[src/verilog/pin_routing_map.vh]
`ifndef PIN_ROUTING_MAP_VH
`define PIN_ROUTING_MAP_VH

// Pin space is port * 16 + pin, so a select value is the flat pin index
`define NUM_PINS        64
`define PINS_PER_PORT   16
`define SEL_W           6
`define SEL_PIN_LSB     0
`define SEL_PIN_MSB     3
`define SEL_PORT_LSB    4
`define SEL_PORT_MSB    5

// Port field codes
`define PORT_A          2'h0
`define PORT_B          2'h1
`define PORT_C          2'h2
`define PORT_D          2'h3

// Digital routable resources and the bus each one can reach
`define NUM_RES         8
`define RES_REACH_AB    8'h3b
`define RES_REACH_CD    8'h37

// Fixed resources and the single pin each is wired to
`define NUM_FIXED       2
`define FIXED0_PIN      6'h31
`define FIXED1_PIN      6'h30

// Analog peripherals and allocation field layout
`define NUM_ANA         4
`define ALLOC_W         16
`define ALLOC_ID_W      4
`define ALLOC_NONE      4'h0
`define EVEN_FIRST_LSB  0
`define EVEN_SECOND_LSB 4
`define ODD_FIRST_LSB   8
`define ODD_SECOND_LSB  12

// Reset values
`define PIN_RESET       64'h0000_0000_0000_0000
`define RES_IN_RESET    8'h00

`endif

[src/verilog/route_slot.v]
`include "pin_routing_map.vh"
`default_nettype none

// One digital resource: decodes its pin select into a one-hot pin mask
module route_slot #(
  parameter REACH_AB = 1'b1,
  parameter REACH_CD = 1'b1
) (
  input  wire [`SEL_W-1:0]    pin_select,
  input  wire                 route_enable,
  output reg  [`NUM_PINS-1:0] pin_hit
);

  reg [6:0] p;
  reg       reach;

  always @*
  begin
    pin_hit = `PIN_RESET;
    // Ports A/B sit on one digital bus, C/D on the other
    if (pin_select[`SEL_PORT_MSB:`SEL_PORT_LSB] == `PORT_A ||
        pin_select[`SEL_PORT_MSB:`SEL_PORT_LSB] == `PORT_B)
      reach = REACH_AB;
    else
      reach = REACH_CD;
    for (p = 7'd0; p < 7'd64; p = p + 7'd1)
    begin
      // Any pin of a reachable port may be selected
      if (route_enable && reach && pin_select == p[5:0])
        pin_hit[p[5:0]] = 1'b1;
    end
  end

endmodule // route_slot

`default_nettype wire

[src/verilog/pin_routing_matrix.v]
// Summary of operation
// Fixed resources are wired to one pin each, never through the matrix.
// Digital bus connects any routable resource to any pin of its ports.
// Two digital buses: one for ports A and B, one for C and D.
// Some resources reach only one digital bus.
// Each resource has a port and pin select; port A is 0, B 1, C 2.
// Connection happens only once the resource route enable bit is set.
// Software configures each routed pin mode to suit its resource.
// Three analog buses: port A, port B, and shared ports C and D.
// No analog connection without a matching grant in the bus allocation.
// Each analog bus admits two peripherals on even and two on odd pins.
// Either even field grants even pins; either odd field grants odd pins.
// Differential: positive on even, negative on odd; single ended: any pin.
// One analog peripheral may hold grants on any number of buses.
// Two peripherals on the same pin are both connected at once.
// Software sets pin input disabled, then grants, then selects the channel.
// A disabled resource neither drives a pin nor receives one.
`include "pin_routing_map.vh"
`default_nettype none

module pin_routing_matrix (
  input  wire                          ref_clk,
  input  wire                          rst,
  // Ordinary GPIO drive, used wherever no resource claims the pin
  input  wire [`NUM_PINS-1:0]          gpio_out,
  input  wire [`NUM_PINS-1:0]          gpio_oe,
  // Package pins
  input  wire [`NUM_PINS-1:0]          pin_in,
  output reg  [`NUM_PINS-1:0]          pin_out,
  output reg  [`NUM_PINS-1:0]          pin_oe,
  output reg  [`NUM_PINS-1:0]          pin_value,
  output reg  [`NUM_PINS-1:0]          pin_claimed,
  // Digital routable resources
  input  wire [`NUM_RES*`SEL_W-1:0]    resource_pin_select,
  input  wire [`NUM_RES-1:0]           peripheral_route_enable,
  input  wire [`NUM_RES-1:0]           res_out,
  input  wire [`NUM_RES-1:0]           res_oe,
  output reg  [`NUM_RES-1:0]           res_in,
  // Fixed resources
  input  wire [`NUM_FIXED-1:0]         fixed_enable,
  input  wire [`NUM_FIXED-1:0]         fixed_out,
  input  wire [`NUM_FIXED-1:0]         fixed_oe,
  output reg  [`NUM_FIXED-1:0]         fixed_in,
  // Analog bus allocation
  input  wire [`ALLOC_W-1:0]           analog_bus_port_a,
  input  wire [`ALLOC_W-1:0]           analog_bus_port_b,
  input  wire [`ALLOC_W-1:0]           analog_bus_ports_c_d,
  // Analog peripheral channel requests
  input  wire [`NUM_ANA*`SEL_W-1:0]    ana_pos_select,
  input  wire [`NUM_ANA-1:0]           ana_pos_request,
  input  wire [`NUM_ANA*`SEL_W-1:0]    ana_neg_select,
  input  wire [`NUM_ANA-1:0]           ana_neg_request,
  input  wire [`NUM_ANA-1:0]           ana_differential,
  output reg  [`NUM_ANA*`NUM_PINS-1:0] ana_pos_switch,
  output reg  [`NUM_ANA*`NUM_PINS-1:0] ana_neg_switch
);

  // Pin input synchroniser
  reg  [`NUM_PINS-1:0] sync1;
  reg  [`NUM_PINS-1:0] sync2;
  reg  [`NUM_PINS-1:0] sync3;

  wire [`NUM_RES*`NUM_PINS-1:0] hit;

  reg  [`NUM_PINS-1:0]          next_pin_out;
  reg  [`NUM_PINS-1:0]          next_pin_oe;
  reg  [`NUM_PINS-1:0]          next_claimed;
  reg  [`NUM_RES-1:0]           next_res_in;
  reg  [`NUM_FIXED-1:0]         next_fixed_in;
  reg  [`NUM_ANA*`NUM_PINS-1:0] next_pos_switch;
  reg  [`NUM_ANA*`NUM_PINS-1:0] next_neg_switch;

  reg  [5:0]                fixed_pin [0:`NUM_FIXED-1];
  reg  [`ALLOC_W-1:0]       alloc;
  reg  [`ALLOC_ID_W-1:0]    id;
  reg  [`SEL_W-1:0]         pos_sel;
  reg  [`SEL_W-1:0]         neg_sel;
  reg                       even_ok;
  reg                       odd_ok;
  reg  [6:0]                p;
  reg  [6:0]                q;
  integer                   r;
  integer                   a;
  integer                   f;

  // Reach masks as sized constants so each slot gets a one-bit flag
  localparam [`NUM_RES-1:0] REACH_AB_MASK = `RES_REACH_AB;
  localparam [`NUM_RES-1:0] REACH_CD_MASK = `RES_REACH_CD;

  genvar g;
  generate
    for (g = 0; g < `NUM_RES; g = g + 1)
    begin : slot
      route_slot #(
        .REACH_AB (REACH_AB_MASK[g]),
        .REACH_CD (REACH_CD_MASK[g])
      ) u_slot (
        .pin_select   (resource_pin_select[g*`SEL_W +: `SEL_W]),
        .route_enable (peripheral_route_enable[g]),
        .pin_hit      (hit[g*`NUM_PINS +: `NUM_PINS])
      );
    end
  endgenerate

  // Digital drive and resource inputs
  always @*
  begin
    fixed_pin[0] = `FIXED0_PIN;
    fixed_pin[1] = `FIXED1_PIN;
    next_pin_out = gpio_out;
    next_pin_oe  = gpio_oe;
    next_claimed = `PIN_RESET;
    next_res_in  = `RES_IN_RESET;
    next_fixed_in = {`NUM_FIXED{1'b0}};
    for (p = 7'd0; p < 7'd64; p = p + 7'd1)
    begin
      // Descending scan so the lowest numbered resource wins a shared pin
      for (r = `NUM_RES - 1; r >= 0; r = r - 1)
      begin
        if (hit[r*`NUM_PINS + p[5:0]])
        begin
          next_pin_out[p[5:0]] = res_out[r];
          next_pin_oe[p[5:0]]  = res_oe[r];
          next_claimed[p[5:0]] = 1'b1;
        end
      end
      // Fixed resources bypass the matrix and take precedence on their pin
      for (f = 0; f < `NUM_FIXED; f = f + 1)
      begin
        if (fixed_enable[f] && fixed_pin[f] == p[5:0])
        begin
          next_pin_out[p[5:0]] = fixed_out[f];
          next_pin_oe[p[5:0]]  = fixed_oe[f];
          next_claimed[p[5:0]] = 1'b1;
        end
      end
    end
    // A disabled resource has an all-zero mask, so its input reads 0
    for (r = 0; r < `NUM_RES; r = r + 1)
      next_res_in[r] = |(hit[r*`NUM_PINS +: `NUM_PINS] & pin_value);
    for (f = 0; f < `NUM_FIXED; f = f + 1)
      next_fixed_in[f] = fixed_enable[f] & pin_value[fixed_pin[f]];
  end

  // Analog switch closure
  always @*
  begin
    next_pos_switch = {`NUM_ANA*`NUM_PINS{1'b0}};
    next_neg_switch = {`NUM_ANA*`NUM_PINS{1'b0}};
    alloc   = analog_bus_port_a;
    id      = `ALLOC_NONE;
    pos_sel = {`SEL_W{1'b0}};
    neg_sel = {`SEL_W{1'b0}};
    even_ok = 1'b0;
    odd_ok  = 1'b0;
    for (a = 0; a < `NUM_ANA; a = a + 1)
    begin
      // Field value 0 means an empty slot; peripheral n is coded n + 1
      id      = a[`ALLOC_ID_W-1:0] + 4'h1;
      pos_sel = ana_pos_select[a*`SEL_W +: `SEL_W];
      neg_sel = ana_neg_select[a*`SEL_W +: `SEL_W];
      for (q = 7'd0; q < 7'd64; q = q + 7'd1)
      begin
        if (q[5:4] == `PORT_A)
          alloc = analog_bus_port_a;
        else if (q[5:4] == `PORT_B)
          alloc = analog_bus_port_b;
        else
          alloc = analog_bus_ports_c_d;
        // Each bus is looked up on its own, so grants on several buses stack
        even_ok = alloc[`EVEN_FIRST_LSB +: `ALLOC_ID_W] == id ||
                  alloc[`EVEN_SECOND_LSB +: `ALLOC_ID_W] == id;
        odd_ok  = alloc[`ODD_FIRST_LSB +: `ALLOC_ID_W] == id ||
                  alloc[`ODD_SECOND_LSB +: `ALLOC_ID_W] == id;
        // Switches are per peripheral, so a shared pin closes both at once
        if (ana_pos_request[a] && pos_sel == q[5:0] &&
            (q[0] ? odd_ok : even_ok) &&
            (!ana_differential[a] || !q[0]))
          next_pos_switch[a*`NUM_PINS + q[5:0]] = 1'b1;
        if (ana_neg_request[a] && ana_differential[a] && neg_sel == q[5:0] &&
            q[0] && odd_ok)
          next_neg_switch[a*`NUM_PINS + q[5:0]] = 1'b1;
      end
    end
  end

  // Change is accepted only when the second and third stages agree
  always @(posedge ref_clk or posedge rst)
  begin
    if (rst)
    begin
      sync1     <= `PIN_RESET;
      sync2     <= `PIN_RESET;
      sync3     <= `PIN_RESET;
      pin_value <= `PIN_RESET;
    end
    else
    begin
      sync1     <= pin_in;
      sync2     <= sync1;
      sync3     <= sync2;
      pin_value <= (sync2 & sync3) | (pin_value & (sync2 ^ sync3));
    end
  end

  // Registered outputs; during reset no pin is driven
  always @(posedge ref_clk or posedge rst)
  begin
    if (rst)
    begin
      pin_out        <= `PIN_RESET;
      pin_oe         <= `PIN_RESET;
      pin_claimed    <= `PIN_RESET;
      res_in         <= `RES_IN_RESET;
      fixed_in       <= {`NUM_FIXED{1'b0}};
      ana_pos_switch <= {`NUM_ANA*`NUM_PINS{1'b0}};
      ana_neg_switch <= {`NUM_ANA*`NUM_PINS{1'b0}};
    end
    else
    begin
      pin_out        <= next_pin_out;
      pin_oe         <= next_pin_oe;
      pin_claimed    <= next_claimed;
      res_in         <= next_res_in;
      fixed_in       <= next_fixed_in;
      ana_pos_switch <= next_pos_switch;
      ana_neg_switch <= next_neg_switch;
    end
  end

endmodule // pin_routing_matrix

`default_nettype wire

[config.mk]
export PLATFORM = sky130hd
export DESIGN_NAME = pin_routing_matrix
export DESIGN_NICKNAME = d
export VERILOG_FILES = /design/src/verilog/route_slot.v /design/src/verilog/pin_routing_matrix.v
export VERILOG_INCLUDE_DIRS = /design/src /design/src/verilog
export SDC_FILE = /design/constraint.sdc
export NUM_CORES = 2
export LEC_CHECK = 0
export BUFFER_PORTS_ARGS = -buffer_cell sky130_fd_sc_hd__buf_2
export CORE_AREA = 2 2 451 453
export CTS_CLUSTER_DIAMETER = 150
export DETAILED_ROUTE_END_ITERATION = 12
export DIE_AREA = 0 0 453 455
export PLACE_DENSITY_LB_ADDON = 0.05
export SKIP_LAST_GASP = 1
export SYNTH_ARGS = -nofsm -noshare
export SYNTH_HDL_FRONTEND = slang
export SYNTH_SLANG_ARGS = --single-unit
[constraint.sdc]
create_clock -name ref_clk -period 72.7 [get_ports ref_clk]
set_clock_uncertainty 0.2 [all_clocks]
set_input_delay 10.905 -clock ref_clk [delete_from_list [all_inputs] [get_ports ref_clk]]
set_output_delay 10.905 -clock ref_clk [all_outputs]
set_load 0.02 [all_outputs]
==> results.txt <==
- Outcome: completed
* Ratio of cells with drive above 1 in the final layout: 0.261
- Overall die width: approximately 450 microns
- Final max-slew violation count: 0
- Netlist area before placement: ~39000 sq um
- The worst hold path belongs to the class reg2reg.
- Global-route wire length before repair: around 330000 microns
* Tightest Pin Transition: 1.20 ns
* Max incr delay on CP: a little over 0.8 ns
- Initial Utilization: 0.196
* Gpl congestion: 0.897
* CTS tree: done
* Setup violators final: 0
- In this run the most critical hold path is launched from sync1[0].
* Power Density: between 20 and 25 nW/um^2
- The clock tree synthesis step divided the H-tree into 3 levels.
* List of cells traversed by the critical path: buf_2 > inv_8 > buf_4 > buf_4 > buf_4
- Fraction of the yosys area taken by sequential cells: 0.534
- After detailed routing, the average wire length per cell comes to 31.5 microns.
* Total routing usage reported by global routing: 0.230
* Largest cells by area after synthesis: dfrtp_1 (53%), nor2_1 (7.6%), nand2_1 (4.2%)
- roughly 1200 I/O pins were placed.
* Root buffer cell: clkbuf_16
* Non-filler instance count after layout: 7804
* EDFF count, synth: 0
- Detailed Routing Iterations Pass 1: 5
- Area of the die: 206000 sq um
- Post-layout total power: about 1.2 mW
* Critical register-to-register path endpoint: res_in[5]
- Summed over all failing endpoints, the final setup total negative slack is 0 ns.
- CP max stage cell: buf_4
- Sum of routed wire length over all layers: between 200000 and 250000 microns
- After the last flow step, the layout net total stands at between 5000 and 6000.
* Total vias in the final route: approximately 37000
- Setup repair after global routing left no endpoint under its margin.
- Counting every instance in the synthesized netlist gives ~4000.
- Most common cell on crit path: buf_4
- Counting instances, the worst hold path has a depth of 0.
- Summed over all nets, the half-perimeter wirelength after detailed placement is 188000 microns.
- # resized after CTS: 0
* Main flop type after synthesis: dfrtp_1
* Worst IR drop on VDD: 17.3 uV
- At the worst endpoint, the required time is around 73 ns.
* Synthesis-to-finish area growth: 28.7%
- After routing the design area is 50600 sq um.
* Ys async rst share: 1.00
- Count of buffers inserted at the top-level ports: 1009
* Top cell types by occurrence after synthesis: dfrtp_1 (840), nor2_1 (793), nand2_1 (442), a211oi_1 (209), clkbuf_1 (179)
- Setup slack on the critical path of the routed design comes to 59.05 ns.
- Count of clock tree sinks: 840
- The number of different library cells used by synthesis comes to 88.
- Startpoint type of the worst setup path: input port
- Minimum clock period after layout: 13.65 ns
- After detailed placement, the total cell area comes to between 40000 and 50000 sq um.
* Crit Path Class: in2async
- Via count of the first global-routing pass: 37100
- In the routed design, unresolved DRC markers number 0.
- Hold worst-path end: sync2[0]
- Buffers added to address setup during post-CTS repair amount to 0.
- The tool flagged a number of max-cap violations equal to 0.
* Worst slack after detailed placement: 58.02 ns
- Leading area contributor after synthesis: dfrtp_1
* Area used by sequential logic in the layout: about 21000 sq um
- Maximum achievable frequency: around 73 MHz
- Across all hold checks on the routed design, the worst slack comes to 0.145 ns.
* Source-to-sink clock delay at the later pin of the worst-skew pair: ~0.76 ns
- Measured against its own limit, the worst slew margin works out to 0.191.
* Largest fanout on the critical path: 117
- FF+latch count, synth: 840
- After floorplanning, the core was sized to cover ~200000 sq um.
- Avg Synthesized Cell Area: around 9.7 sq um
- Initial antenna violation count: 91
- After global routing the overflow that remains totals 0.
- Number of clock buffers inserted by TritonCTS: roughly 110
* Total area of multi-input combinational cells: around 17000 sq um
- Number of cells after detailed placement: 7591
- In this run the vertical extent of the chip is 455 microns.
- The clock passes through at most 3 buffers.
* Via count normalized by instance count: about 4.7
- Among all cell types in the netlist, the one instantiated most often is dfrtp_1.
* Violation count after the first detailed-route iteration: between 3000 and 4000
* Worst R2R Path Depth: 5
- After clock tree synthesis, the clock-pin slew on the worst setup and hold paths is about 0.060 ns.
- Fill cells in the final layout number approximately 22000.
* Area share of the largest cell type after synthesis: 0.534
- Register-to-register path setup slack: 69.70 ns
- CP Capture Type: asynchronous set/reset pin
- Pin count of the biggest net entering global routing: 138
- For this design, the CTS-stage hold fixing added 0 buffers.
- Final critical-path share of the clock period: 0.188
- Cell Rows: approximately 170
* ANT nets after route: 0
- The number of hold violations in the final report came to 0.
- The startpoint identified for the worst register-to-register timing path is pin_value[34].
- At the worst endpoint, the arrival time is between 10 and 15 ns.
- Yosys Warn Count: 0
- Measured on the finished design, the core utilization comes to 0.252.
* Leak pwr: between 20 and 25 nW
layout make-up:
type,instances,area share
timing repair buffer,1101,0.114
multi-input combinational,2947,0.334
antenna,23,0.00114
inverter,31,0.00245
sequential,840,0.415
clock buffer,157,0.0607
tap,2672,0.0660
clock inverter,33,0.00679
cells in the final DEF (no fill, tap or decap), types with 105 or more instances in the layout:
cell,count
nand3_1,155
nor2_1,793
buf_2,1009
a211oi_1,209
clkbuf_16,105
o22ai_1,127
nand2_1,442
o21ai_0,113
dfrtp_1,840
conb_1,130
mux2i_1,145
critical path: cells and delay by family:
| family | cells | cell delay [ns] |
|---|---|---|
| buf+inv | 5 | 3.06 |
sequential cells by signal, indices dropped and copies added, names as in the netlist:
signal / cells
res_in: 6
pin_out: 64
sync3: 64
fixed_in: 2
ana_pos_switch: 256
pin_value: 64
sync1: 64
pin_oe: 64
ana_neg_switch: 128
pin_claimed: 64
sync2: 64
worst max-delay path by stage:
stage          from                   to  slack, ns  cells past startpoint
3_5_place_dp    rst  ana_pos_switch[139]      58.02                      5
6_report        rst  ana_pos_switch[139]      59.05                      5
3_3_place_gp    rst  ana_pos_switch[188]      58.03                      5
4_1_cts         rst            sync2[62]      58.90                      5
5_1_grt         rst            sync3[62]      58.46                      5
2_1_floorplan   rst  ana_neg_switch[101]      38.00                      1
per-layer routing:
layer / GRT usage / part of all wire / up-vias
li1: - / - / 16100
met1: 0.261 / 0.37 / 18400
met2: 0.399 / 0.49 / 1830
met3: 0.0677 / 0.084 / 498
met4: 0.102 / 0.049 / 24
met5: 0 / 0.00060 / -
kinds of logic after synthesis:
logic type      after synthesis  synth area share
mux                         153            0.0395
simple gates               1795             0.214
flops                       840             0.534
other cells                   1         0.0000953
compound gates              805             0.140
buf+inv                     390            0.0514
fa+ha+maj                    64            0.0203
report_power, final:
| group | switching, mW | internal [mW] | leakage [nW] | total, mW |
|---|---|---|---|---|
| clock | 0.222 | 0.302 | 1.67 | 0.524 |
| combinational | 0.111 | 0.0409 | 11.2 | 0.152 |
| sequential | 0.0203 | 0.484 | 10.9 | 0.504 |
| total | 0.353 | 0.827 | 23.8 | 1.18 |
No activity file was read; power rests on OpenSTA's default activity.
